## src/logic/timer1_pkg.sv

```systemverilog
// Notes on behaviour
// - Count register reads live counter low byte
// - Count write stores reload, loads counter
// - Counter runs only while enable set
// - Non-stop, no reload: underflow loads 0x3FF
// - Non-stop, reload: underflow loads reload value
// - One-shot counts down to zero, stops
// - Bypass bit selects high oscillator tick
// - Special clock bit overrides bypass bit
// - Polarity bit makes PWM active low
// - PWM enable drives PWM onto pad
// - Toggle enable drives underflow toggle onto pad
// - Toggle output wins over PWM on pad
// - Rate code selects divide 2 to 256
// - Prescaler disable bit bypasses prescaler
// - Edge select picks falling or rising edge
// - Source select picks pin or instruction clock
// - PWM period reload, duty ten bits
// - Prescaler view reads live prescaler count
// - Buzzer picks prescaler or counter bit
// - Buzzer enable gates buzzer output
package timer1_pkg;

  // Register indices; byte address is four times the index
  localparam logic [2:0] IDX_TIMER_COUNT = 3'h0;
  localparam logic [2:0] IDX_CTRL_ONE = 3'h1;
  localparam logic [2:0] IDX_CTRL_TWO = 3'h2;
  localparam logic [2:0] IDX_DUTY_LOW = 3'h3;
  localparam logic [2:0] IDX_PRESC_VIEW = 3'h4;
  localparam logic [2:0] IDX_BUZZER = 3'h5;
  localparam logic [2:0] IDX_HIGH_BITS = 3'h6;
  localparam logic [2:0] IDX_STATUS = 3'h7;

  // Control one fields
  localparam int C1_ENABLE = 0;
  localparam int C1_RELOAD_SEL = 1;
  localparam int C1_ONE_SHOT = 2;
  localparam int C1_HIGH_BYPASS = 3;
  localparam int C1_SPECIAL = 4;
  localparam int C1_TOGGLE_OE = 5;
  localparam int C1_PWM_POL = 6;
  localparam int C1_PWM_OE = 7;

  // Control two fields
  localparam int C2_RATE_LSB = 0;
  localparam int C2_PRESC_DIS_N = 3;
  localparam int C2_EDGE_SEL = 4;
  localparam int C2_SRC_SEL = 5;

  // High bits fields
  localparam int HB_DUTY_LSB = 0;
  localparam int HB_RELOAD_LSB = 4;

  // Buzzer fields
  localparam int BZ_FSEL_LSB = 0;
  localparam int BZ_ENABLE = 7;

  localparam int STAT_EVENT = 0;

  localparam logic [7:0] CTRL_ONE_RESET = 8'h00;
  localparam logic [5:0] CTRL_TWO_RESET = 6'h3F;
  localparam logic [7:0] BUZZER_RESET = 8'h0F;
  localparam logic [7:0] PRESC_RESET = 8'hFF;
  localparam logic [9:0] COUNT_MAX = 10'h3FF;
  localparam logic [9:0] COUNT_ZERO = 10'h000;
  localparam logic [7:0] ADDR_HIGH_ZERO = 8'h00;

  typedef struct packed {
    logic [7:0] ctrl_one;
    logic [5:0] ctrl_two;
    logic [7:0] reload_low;
    logic [5:0] high_bits;
    logic [7:0] duty_low;
    logic [7:0] buzzer;
    logic [9:0] count;
    logic [7:0] presc;
    logic done;
    logic toggle;
    logic event_flag;
    logic ext_meta;
    logic ext_sync;
    logic ext_prev;
    logic buzzer_out;
    logic [31:0] prdata;
    logic pslverr;
  } state_t;

endpackage

```

## src/logic/timer1_prescaler_pwm1.sv

```systemverilog
`timescale 1ns/100ps
module timer1_prescaler_pwm1 (
  // Clock and reset
  input wire logic pclk,
  input wire logic presetn,
  // APB slave
  input wire logic psel,
  input wire logic penable,
  input wire logic pwrite,
  input wire logic [7:0] paddr,
  input wire logic [31:0] pwdata,
  input wire logic [3:0] pstrb,
  output logic [31:0] prdata,
  output logic pready,
  output logic pslverr,
  // Clock sources, one-cycle enables on pclk
  input wire logic high_osc_tick,
  input wire logic special_osc_tick,
  // External clock pin, asynchronous
  input wire logic external_clock_pin,
  // Pad of the shared port pin
  input wire logic gpio_out,
  input wire logic gpio_oe_n,
  output logic pad_out,
  output logic pad_oe_n,
  // Buzzer and waveforms
  output logic buzzer_pin,
  output logic pwm_one_wave,
  output logic underflow_toggle_out,
  output logic timer_event
);

  timer1_pkg::state_t st_reg;
  timer1_pkg::state_t st_next;

  function automatic logic [7:0] rate_mask(input logic [2:0] rate);
    rate_mask = 8'hFF >> (3'h7 - rate);
  endfunction

  logic [2:0] idx;
  logic addr_ok;
  logic wr_en;
  logic setup;
  logic [9:0] reload_val;
  logic [9:0] duty_val;
  logic ext_edge;
  logic src_tick;
  logic presc_tick;
  logic timer_tick;
  logic [7:0] presc_dec;
  logic underflow;
  logic pwm_active;
  logic [3:0] fsel;
  logic [31:0] rd_val;

  assign idx = paddr[4:2];
  assign addr_ok = (paddr[1:0] == 2'h0) && ({3'h0, paddr[7:5]} == 6'h00);
  assign setup = psel && !penable;
  assign wr_en = psel && penable && pwrite && addr_ok && pstrb[0];
  assign pready = psel && penable;
  assign prdata = st_reg.prdata;
  assign pslverr = st_reg.pslverr;

  assign reload_val = {st_reg.high_bits[timer1_pkg::HB_RELOAD_LSB +: 2], st_reg.reload_low};
  assign duty_val = {st_reg.high_bits[timer1_pkg::HB_DUTY_LSB +: 2], st_reg.duty_low};
  assign fsel = st_reg.buzzer[timer1_pkg::BZ_FSEL_LSB +: 4];

  // Edge taken from the second and third stage only
  always_comb begin
    if (st_reg.ctrl_two[timer1_pkg::C2_EDGE_SEL]) begin
      ext_edge = st_reg.ext_prev && !st_reg.ext_sync;
    end else begin
      ext_edge = !st_reg.ext_prev && st_reg.ext_sync;
    end
  end

  always_comb begin
    if (st_reg.ctrl_one[timer1_pkg::C1_SPECIAL]) begin
      src_tick = special_osc_tick;
    end else if (st_reg.ctrl_one[timer1_pkg::C1_HIGH_BYPASS]) begin
      src_tick = high_osc_tick;
    end else if (st_reg.ctrl_two[timer1_pkg::C2_SRC_SEL]) begin
      src_tick = ext_edge;
    end else begin
      src_tick = 1'b1;
    end
  end

  // Prescaler ticks when the selected low bits all reach zero
  assign presc_dec = st_reg.presc - 8'h01;
  assign presc_tick = src_tick
    && ((presc_dec & rate_mask(st_reg.ctrl_two[timer1_pkg::C2_RATE_LSB +: 3])) == 8'h00);

  always_comb begin
    if (st_reg.ctrl_two[timer1_pkg::C2_PRESC_DIS_N]) begin
      timer_tick = src_tick;
    end else begin
      timer_tick = presc_tick;
    end
  end

  assign underflow = st_reg.ctrl_one[timer1_pkg::C1_ENABLE] && timer_tick && !st_reg.done
    && (st_reg.count == timer1_pkg::COUNT_ZERO);

  assign pwm_active = st_reg.count < duty_val;
  assign pwm_one_wave = pwm_active ^ st_reg.ctrl_one[timer1_pkg::C1_PWM_POL];
  assign underflow_toggle_out = st_reg.toggle;
  assign timer_event = st_reg.event_flag;
  assign buzzer_pin = st_reg.buzzer_out;

  // Pad mux, toggle output first
  always_comb begin
    if (st_reg.ctrl_one[timer1_pkg::C1_TOGGLE_OE]) begin
      pad_out = st_reg.toggle;
      pad_oe_n = 1'b0;
    end else if (st_reg.ctrl_one[timer1_pkg::C1_PWM_OE]) begin
      pad_out = pwm_one_wave;
      pad_oe_n = 1'b0;
    end else begin
      pad_out = gpio_out;
      pad_oe_n = gpio_oe_n;
    end
  end

  // Read data; write-only registers read as zero
  always_comb begin
    rd_val = 32'h0000_0000;
    unique case (idx)
      timer1_pkg::IDX_TIMER_COUNT: rd_val[7:0] = st_reg.count[7:0];
      timer1_pkg::IDX_CTRL_ONE: rd_val[7:0] = st_reg.ctrl_one;
      timer1_pkg::IDX_CTRL_TWO: rd_val[5:0] = st_reg.ctrl_two;
      timer1_pkg::IDX_DUTY_LOW: rd_val[7:0] = 8'h00;
      timer1_pkg::IDX_PRESC_VIEW: rd_val[7:0] = st_reg.presc;
      timer1_pkg::IDX_BUZZER: rd_val[7:0] = 8'h00;
      timer1_pkg::IDX_HIGH_BITS: rd_val[5:0] = st_reg.high_bits;
      timer1_pkg::IDX_STATUS: rd_val[timer1_pkg::STAT_EVENT] = st_reg.event_flag;
    endcase
  end

  always_comb begin
    st_next = st_reg;
    st_next.ext_meta = external_clock_pin;
    st_next.ext_sync = st_reg.ext_meta;
    st_next.ext_prev = st_reg.ext_sync;

    if (setup) begin
      st_next.prdata = addr_ok ? rd_val : 32'h0000_0000;
      st_next.pslverr = !addr_ok;
    end

    // Prescaler runs only while inserted and the timer is enabled
    if (st_reg.ctrl_one[timer1_pkg::C1_ENABLE] && !st_reg.ctrl_two[timer1_pkg::C2_PRESC_DIS_N]
        && src_tick) begin
      st_next.presc = presc_dec;
    end

    if (st_reg.ctrl_one[timer1_pkg::C1_ENABLE] && timer_tick && !st_reg.done) begin
      if (st_reg.count != timer1_pkg::COUNT_ZERO) begin
        st_next.count = st_reg.count - 10'h001;
      end else if (st_reg.ctrl_one[timer1_pkg::C1_ONE_SHOT]) begin
        st_next.done = 1'b1;
      end else if (st_reg.ctrl_one[timer1_pkg::C1_RELOAD_SEL]) begin
        st_next.count = reload_val;
      end else begin
        st_next.count = timer1_pkg::COUNT_MAX;
      end
    end
    if (underflow) begin
      st_next.toggle = !st_reg.toggle;
    end

    if (wr_en) begin
      unique case (idx)
        timer1_pkg::IDX_TIMER_COUNT: begin
          st_next.reload_low = pwdata[7:0];
          st_next.count = {st_reg.high_bits[timer1_pkg::HB_RELOAD_LSB +: 2], pwdata[7:0]};
          st_next.done = 1'b0;
        end
        timer1_pkg::IDX_CTRL_ONE: begin
          st_next.ctrl_one = pwdata[7:0];
          if (!pwdata[timer1_pkg::C1_ONE_SHOT]) begin
            st_next.done = 1'b0;
          end
        end
        timer1_pkg::IDX_CTRL_TWO: st_next.ctrl_two = pwdata[5:0];
        timer1_pkg::IDX_DUTY_LOW: st_next.duty_low = pwdata[7:0];
        // Read-only view: leave the running prescaler untouched
        timer1_pkg::IDX_PRESC_VIEW: st_next.presc = st_next.presc;
        timer1_pkg::IDX_BUZZER: st_next.buzzer = pwdata[7:0];
        timer1_pkg::IDX_HIGH_BITS: st_next.high_bits = pwdata[5:0];
        timer1_pkg::IDX_STATUS: begin
          if (pwdata[timer1_pkg::STAT_EVENT]) begin
            st_next.event_flag = 1'b0;
          end
        end
      endcase
    end
    // Set after the clear so a same-cycle underflow is kept
    if (underflow) begin
      st_next.event_flag = 1'b1;
    end

    // Buzzer: low codes follow inverted prescaler bits, high codes counter bits
    if (!st_reg.buzzer[timer1_pkg::BZ_ENABLE]) begin
      st_next.buzzer_out = 1'b0;
    end else if (!fsel[3]) begin
      st_next.buzzer_out = !st_reg.presc[fsel[2:0]];
    end else begin
      st_next.buzzer_out = st_reg.count[fsel[2:0]];
    end
  end

  always_ff @(posedge pclk or negedge presetn) begin
    if (!presetn) begin
      st_reg <= '0;
      st_reg.ctrl_one <= timer1_pkg::CTRL_ONE_RESET;
      st_reg.ctrl_two <= timer1_pkg::CTRL_TWO_RESET;
      st_reg.buzzer <= timer1_pkg::BUZZER_RESET;
      st_reg.presc <= timer1_pkg::PRESC_RESET;
      st_reg.count <= timer1_pkg::COUNT_MAX;
    end else begin
      st_reg <= st_next;
    end
  end

endmodule

```

## config.mk

```make
export PLATFORM = sky130hd
export DESIGN_NAME = timer1_prescaler_pwm1
export DESIGN_NICKNAME = d
export VERILOG_FILES = /design/src/logic/timer1_pkg.sv /design/src/logic/timer1_prescaler_pwm1.sv
export SDC_FILE = /design/constraint.sdc
export NUM_CORES = 1
export LEC_CHECK = 0
export BUFFER_PORTS_ARGS = -buffer_cell sky130_fd_sc_hd__buf_2
export CAP_MARGIN = 20
export CORE_AREA = 2 2 98 100
export CTS_BUF_LIST = sky130_fd_sc_hd__clkbuf_16
export CTS_CLUSTER_SIZE = 24
export DETAILED_ROUTE_END_ITERATION = 10
export DIE_AREA = 0 0 100 102
export GPL_TIMING_DRIVEN = 0
export PLACE_DENSITY_LB_ADDON = 0.3
export SLEW_MARGIN = 10
export SYNTH_ARGS = -nofsm -noshare
export SYNTH_HDL_FRONTEND = slang
export SYNTH_SLANG_ARGS = --single-unit
```

## constraint.sdc

```tcl
create_clock -name pclk -period 2.2 [get_ports pclk]
set_input_delay 0.11 -clock pclk [delete_from_list [all_inputs] [get_ports pclk]]
set_output_delay 0.11 -clock pclk [all_outputs]
set_load 0.01 [all_outputs]
```

* After elaboration in Yosys (flattened, before gate mapping) *
Cells that the tools add are included.

operators by class
  muxes and demuxes = 35
  shift-type cells = 1
  equal/unequal tests = 7
  order comparisons = 3
  bitwise logic cells = 2
  reduce and logical (&&, ||, !) cells = 39
  add/subtract/negate cells = 3

operators with widths
  cell                                                                           number
  10-bit two-way mux                                                             5
  5-bit case mux with 5 select lines                                             1
  1-bit two-way mux                                                              21
  19-bit two-way mux                                                             1
  8-bit two-way mux                                                              2
  1-bit logical AND                                                              14
  3-bit == test (second input constant)                                          4
  2-bit AND reduction                                                            6
  10-bit logical NOT                                                             1
  10-bit less-than comparator                                                    1
  10-bit nonzero test                                                            1
  10-bit by 1-bit subtractor with 10-bit output (second input constant)          1
  8-bit AND                                                                      1
  1-bit logical NOT                                                              8
  8-bit logical NOT                                                              1
  8-bit by 3-bit >> shifter with 8-bit output (first input constant)             1
  8-bit by 1-bit subtractor with 8-bit output (second input constant)            1
  1-bit case mux with 7 select lines                                             1
  1-bit binary-select mux with 3-bit select                                      2
  3-bit by 2-bit == test with 1-bit output (second input constant)               2
  3-bit logical NOT                                                              2
  2-bit case mux with 3 select lines                                             1
  2-bit nonzero test                                                             3
  3-bit by 5-bit less-than comparator with 1-bit output (second input constant)  1
  8 further kinds                                                                8

word-level totals
  flip-flop bits (word level) = 102
  input port bits = 54

* Depth between registers and ports, before layout *
  word-level depth = 14
  mapped depth = 10
  gate-level depth less buffers = 9

* Worst setup path before layout *
OpenSTA, ideal clock, no wires.

  path kind = reg-to-reg
  from = register st_reg[42] (netlist name)
  to = register st_reg, in the netlist underflow_toggle_out
  cell stages (with the launch flop) = 10
  path slack = -0.153 ns
  library setup time = 0.125 ns
  arrival = 2.228 ns
  path buffers = 2
  path through = dfstp_2 -> buf_6 -> or4_4 -> nor4_4 -> xnor2_1 -> o211ai_2 -> a21oi_2 -> buf_2 -> nand2_1 -> xnor2_1

between the ends
  longest elaborated chain between the ends = 8

ends and longest elaborated chain
  element                                      RTL line                      text
  start: declaration                           timer1_prescaler_pwm1.sv:33   timer1_pkg::state_t st_reg;
  start signal: assignment                     timer1_prescaler_pwm1.sv:222  st_reg <= st_next;
  8-bit by 1-bit subtractor with 8-bit output  timer1_prescaler_pwm1.sv:90   assign presc_dec = st_reg.presc - 8'h01;
  8-bit AND                                    timer1_prescaler_pwm1.sv:92   && ((presc_dec & rate_mask(st_reg.ctrl_two[timer1_pkg::C2_RATE_LSB +: 3])) == 8'h00);
  8-bit logical NOT                            timer1_prescaler_pwm1.sv:92
  1-bit logical AND                            timer1_prescaler_pwm1.sv:92
  1-bit two-way mux                            timer1_prescaler_pwm1.sv:95   if (st_reg.ctrl_two[timer1_pkg::C2_PRESC_DIS_N]) begin
  1-bit logical AND (2 in series)              timer1_prescaler_pwm1.sv:102  assign underflow = st_reg.ctrl_one[timer1_pkg::C1_ENABLE] && timer_tick && !st_reg.done
  1-bit logical AND                            timer1_prescaler_pwm1.sv:103  && (st_reg.count == timer1_pkg::COUNT_ZERO);

No other way between the ends.
A chain may end at the register's enable or synchronous reset.

* Worst setup path after layout *
  from = register st_reg[49] (netlist name)
  to = output pad_out

between the ends
  longest elaborated chain between the ends = 4

ends and longest elaborated chain
  element                      RTL line                      text
  10-bit less-than comparator  timer1_prescaler_pwm1.sv:105  assign pwm_active = st_reg.count < duty_val;
  1-bit XOR                    timer1_prescaler_pwm1.sv:106  assign pwm_one_wave = pwm_active ^ st_reg.ctrl_one[timer1_pkg::C1_PWM_POL];
  1-bit two-way mux            timer1_prescaler_pwm1.sv:116  end else if (st_reg.ctrl_one[timer1_pkg::C1_PWM_OE]) begin
  1-bit two-way mux            timer1_prescaler_pwm1.sv:113  if (st_reg.ctrl_one[timer1_pkg::C1_TOGGLE_OE]) begin
  end: declaration             timer1_prescaler_pwm1.sv:24   output logic pad_out,

No other way between the ends.

==> flow_summary_export.csv <==
group,metric,value,unit
outcome,status,"complete, but fails checks",
outcome,violations,"setup timing",
logic_synthesis,ys_seq_area_share,42.98,%
clock_network,worstSkewPairLatency,0.34,ns
logic_synthesis,synth-main-ff-cell,"dfrtp_1",
grt,grt_start_max_net_pins,47,
die,start_util,48.83,%
sta,fmax,420.7,MHz
sta,post-route-period-util,108.0,%
final_layout,nets,612,
place,place_inst,624,
pwr,intPower,2.605,mW
final_layout,n_antenna_cell,0,
run,max_cap_violations,0,
clock_network,cts.sinks,75,
logic_synthesis,ys_warn_count,0,
final_layout,layout_commonest_cell,"nand2_1",
route,vias_per_cell,5.710,
place,dpl.hpwl,7.949,mm
logic_synthesis,ys_types,52,
logic_synthesis,synth-edff-count,0,
die,ios,94,
die,die_h,102,um
die,die_width,100,um
grt,grt_pass1_vias,3674,
logic_synthesis,synthArstFlopShare,100.0,%
pwr,clockPowerShare,40.9,%
grt,antenna_found_initial,0,
sta,slew_headroom,56.61,%
pwr,vdd_ir_drop_max,0.3899,mV
grt,grt_usage,24.39,%
sta,setup-violations-final,12,
worst_setup_path,critPathRequiredTime,2.09,ns
pwr,sw_frac_of_total,27.28,%
pwr,power,3.582,mW
clock_network,htree_levels,3,
final_layout,drive_gt1_share,38.77,%
clock_network,numCtsBuffers,9,
route,wire_per_inst,18.04,um
route,dr.pass1.iters,5,
final_layout,final_util,61.17,%
place,io_buffers,41,
worst_setup_path,end_kind,"output pin",
grt,grt_pass1_wl,19.02,mm
place,routabilityCongestion,0.9237,
clock_network,cts_root_buf,"clkbuf_16",
route,drt_first_iter_violations,419,
clock_network,path_clk_slew,0.06,ns
pwr,p_sw,0.9771,mW
sta,period_minus_slack,2.377,ns
final_layout,regArea,1912,um2
final_layout,area_growth,25.26,%
worst_setup_path,worstSetupStartpoint,"st_reg[49]$_DFF_PN1_",
pwr,powerDensity,642.9,nW/um2
logic_synthesis,synth_seq_cells,75,
die,core,9109,um2
worst_setup_path,crit_type,"reg -> out",
clock_network,cts_tree,"done",
route,wl,11.96,mm
place,post-place-ws,-0.3308,ns
sta,final.setup.worst_slack,-0.1770,ns
pwr,power.leakage,2.578,nW
route,drc_errors,0,
worst_setup_path,critPathMaxFanout,2,
final_layout,most-common-layout-cells,"nand2_1 (55), buf_4 (53), dfrtp_1 (47)",
pwr,comb_power_share,18.2,%
logic_synthesis,synth_cells,448,
sta,final.setup_skew,0.004862,ns
die,core.rowCount,35,
grt,grt-ovfl-total,0,
final_layout,largest_register_ff_count,37,
sta,rsz0062_at_grt,"yes",
worst_setup_path,r2r_start,"st_reg[49]$_DFF_PN1_",
logic_synthesis,syn-cell-area,4448,um2
sta,slew_violations,0,
final_layout,multi_input_area,2382,um2
worst_setup_path,crit_arrival,2.27,ns
min_path,hold_class,"in -> reg",
final_layout,fillers,752,
clock_network,clk_path_buf_depth,2,
logic_synthesis,syn_avg_cell_area,9.929,um2
sta,worst_slew_pin_slew,0.6508,ns
die,dieArea,10200,um2
route,vias,3786,
sta,finalSetupTns,-1.014,ns
route,ant_nets,0,
min_path,hp-start,"pwdata[6]",
final_layout,fin_cells,663,
pwr,seqPwrFrac,40.9,%
worst_setup_path,cp-start-kind,"flop",
sta,hold_violations,0,
==> cell usage after synthesis (all sizes together), types with 11 or more instances <==
| library cell | number | area share, % |
|---|---|---|
| buf | 35 | 5.9 |
| clkbuf | 14 | 1.2 |
| nor3 | 13 | 1.5 |
| inv | 21 | 1.8 |
| nand2 | 60 | 5.1 |
| a21oi | 17 | 2.0 |
| ha | 11 | 3.1 |
| dfrtp | 47 | 26 |
| mux2i | 17 | 3.8 |
| mux2 | 34 | 8.6 |
| xnor2 | 11 | 2.2 |
| dfstp | 28 | 17 |
| nor2 | 21 | 1.8 |
| nand3 | 13 | 1.5 |
| o21ai | 35 | 3.9 |
==> per-stage QoR <==
step | hold WS, ns | cell area, um2
after floorplan | -0.1856 | 4548
after global placement | 0.2176 | 4892
after detailed placement | 0.07312 | 4922
after CTS | 0.04206 | 5399
after global routing | 0.05582 | 5572
final | 0.04369 | 5572
==> final cells by class <==
cell class / count / share of cell area, %
Multi-Input combinational cell: 326 / 42.76
Timing Repair Buffer: 68 / 8.309
Clock buffer: 9 / 4.042
Clock inverter: 7 / 1.258
Inverter: 21 / 1.415
Sequential cell: 75 / 34.31
Tap cell: 111 / 2.493
Buffer: 46 / 5.412
==> power groups by stage <==
| stage | clock network (mW) | registers (mW) | logic (mW) |
|---|---|---|---|
| final | 1.47 | 1.46 | 0.653 |
| after global routing | 1.54 | 1.47 | 0.714 |
| after CTS | 1.47 | 1.46 | 0.542 |
| after detailed placement | 0 | 1.50 | 0.469 |
| after global placement | 0 | 1.50 | 0.450 |
| after floorplan | 0 | 1.48 | 0.319 |
==> per-layer routing <==
layer / share of wire (%) / vias up / GRT usage, % / wire length, um
met5: 0 / - / 0 / 0
met4: 3.2 / 0 / 10.33 / 387
met3: 6.5 / 36 / 3.967 / 774
met2: 47 / 186 / 39.76 / 5598
met1: 43 / 1836 / 32.64 / 5201
li1: - / 1728 / - / -
==> critical path: stages (launching register included) <==
cell and delay (ns):
dfstp_2 0.57, ha_4 0.21, a21o_1 0.17, a211oi_2 0.25
o311ai_1 0.11, o21ai_1 0.11, xor2_1 0.22, a31o_2 0.19
buf_6 0.09
==> final timing paths <==
path	endpoint	slack [ns]	cells past startpoint
min reg2reg	st_next[34]$_DFF_PN0_	0.36	0
max in group asynchronous	st_reg[53]$_DFF_PN1_	1.34	3
min	reload_val[6]$_DFFE_PN0P_	0.04	3
max	pad_out	-0.18	8
max reg2reg	st_reg[57]$_DFF_PN1_	-0.14	11
min in group asynchronous	st_next[35]$_DFF_PN0_	0.24	2
==> kinds of logic (layout without fill, tap and decap cells) <==
family / after synthesis / count (layout) / share of synthesized area (%)
and+or+nand+nor: 132 / 132 / 13.98
AOI/OAI and AO/OA: 87 / 87 / 12.32
DFF: 75 / 75 / 42.98
buffers and inverters: 70 / 151 / 8.804
muxes: 58 / 58 / 15.98
xor gates and xnor gates: 14 / 14 / 2.757
adders and majority gates: 11 / 11 / 3.094
other: 1 / 24 / 0.08431
==> repair_timing <==
action | 4_1_cts | 5_1_grt
hold buffers | 2 | 0
hold endpoints to repair | 24 | 0
buffers inserted | 14 | 10
pin swaps | 5 | 9
endpoints found under the setup margin | 15 | 16
resized for setup | 19 | 25
cloned | 1 | 0
(Power assumes the default switching activity.)
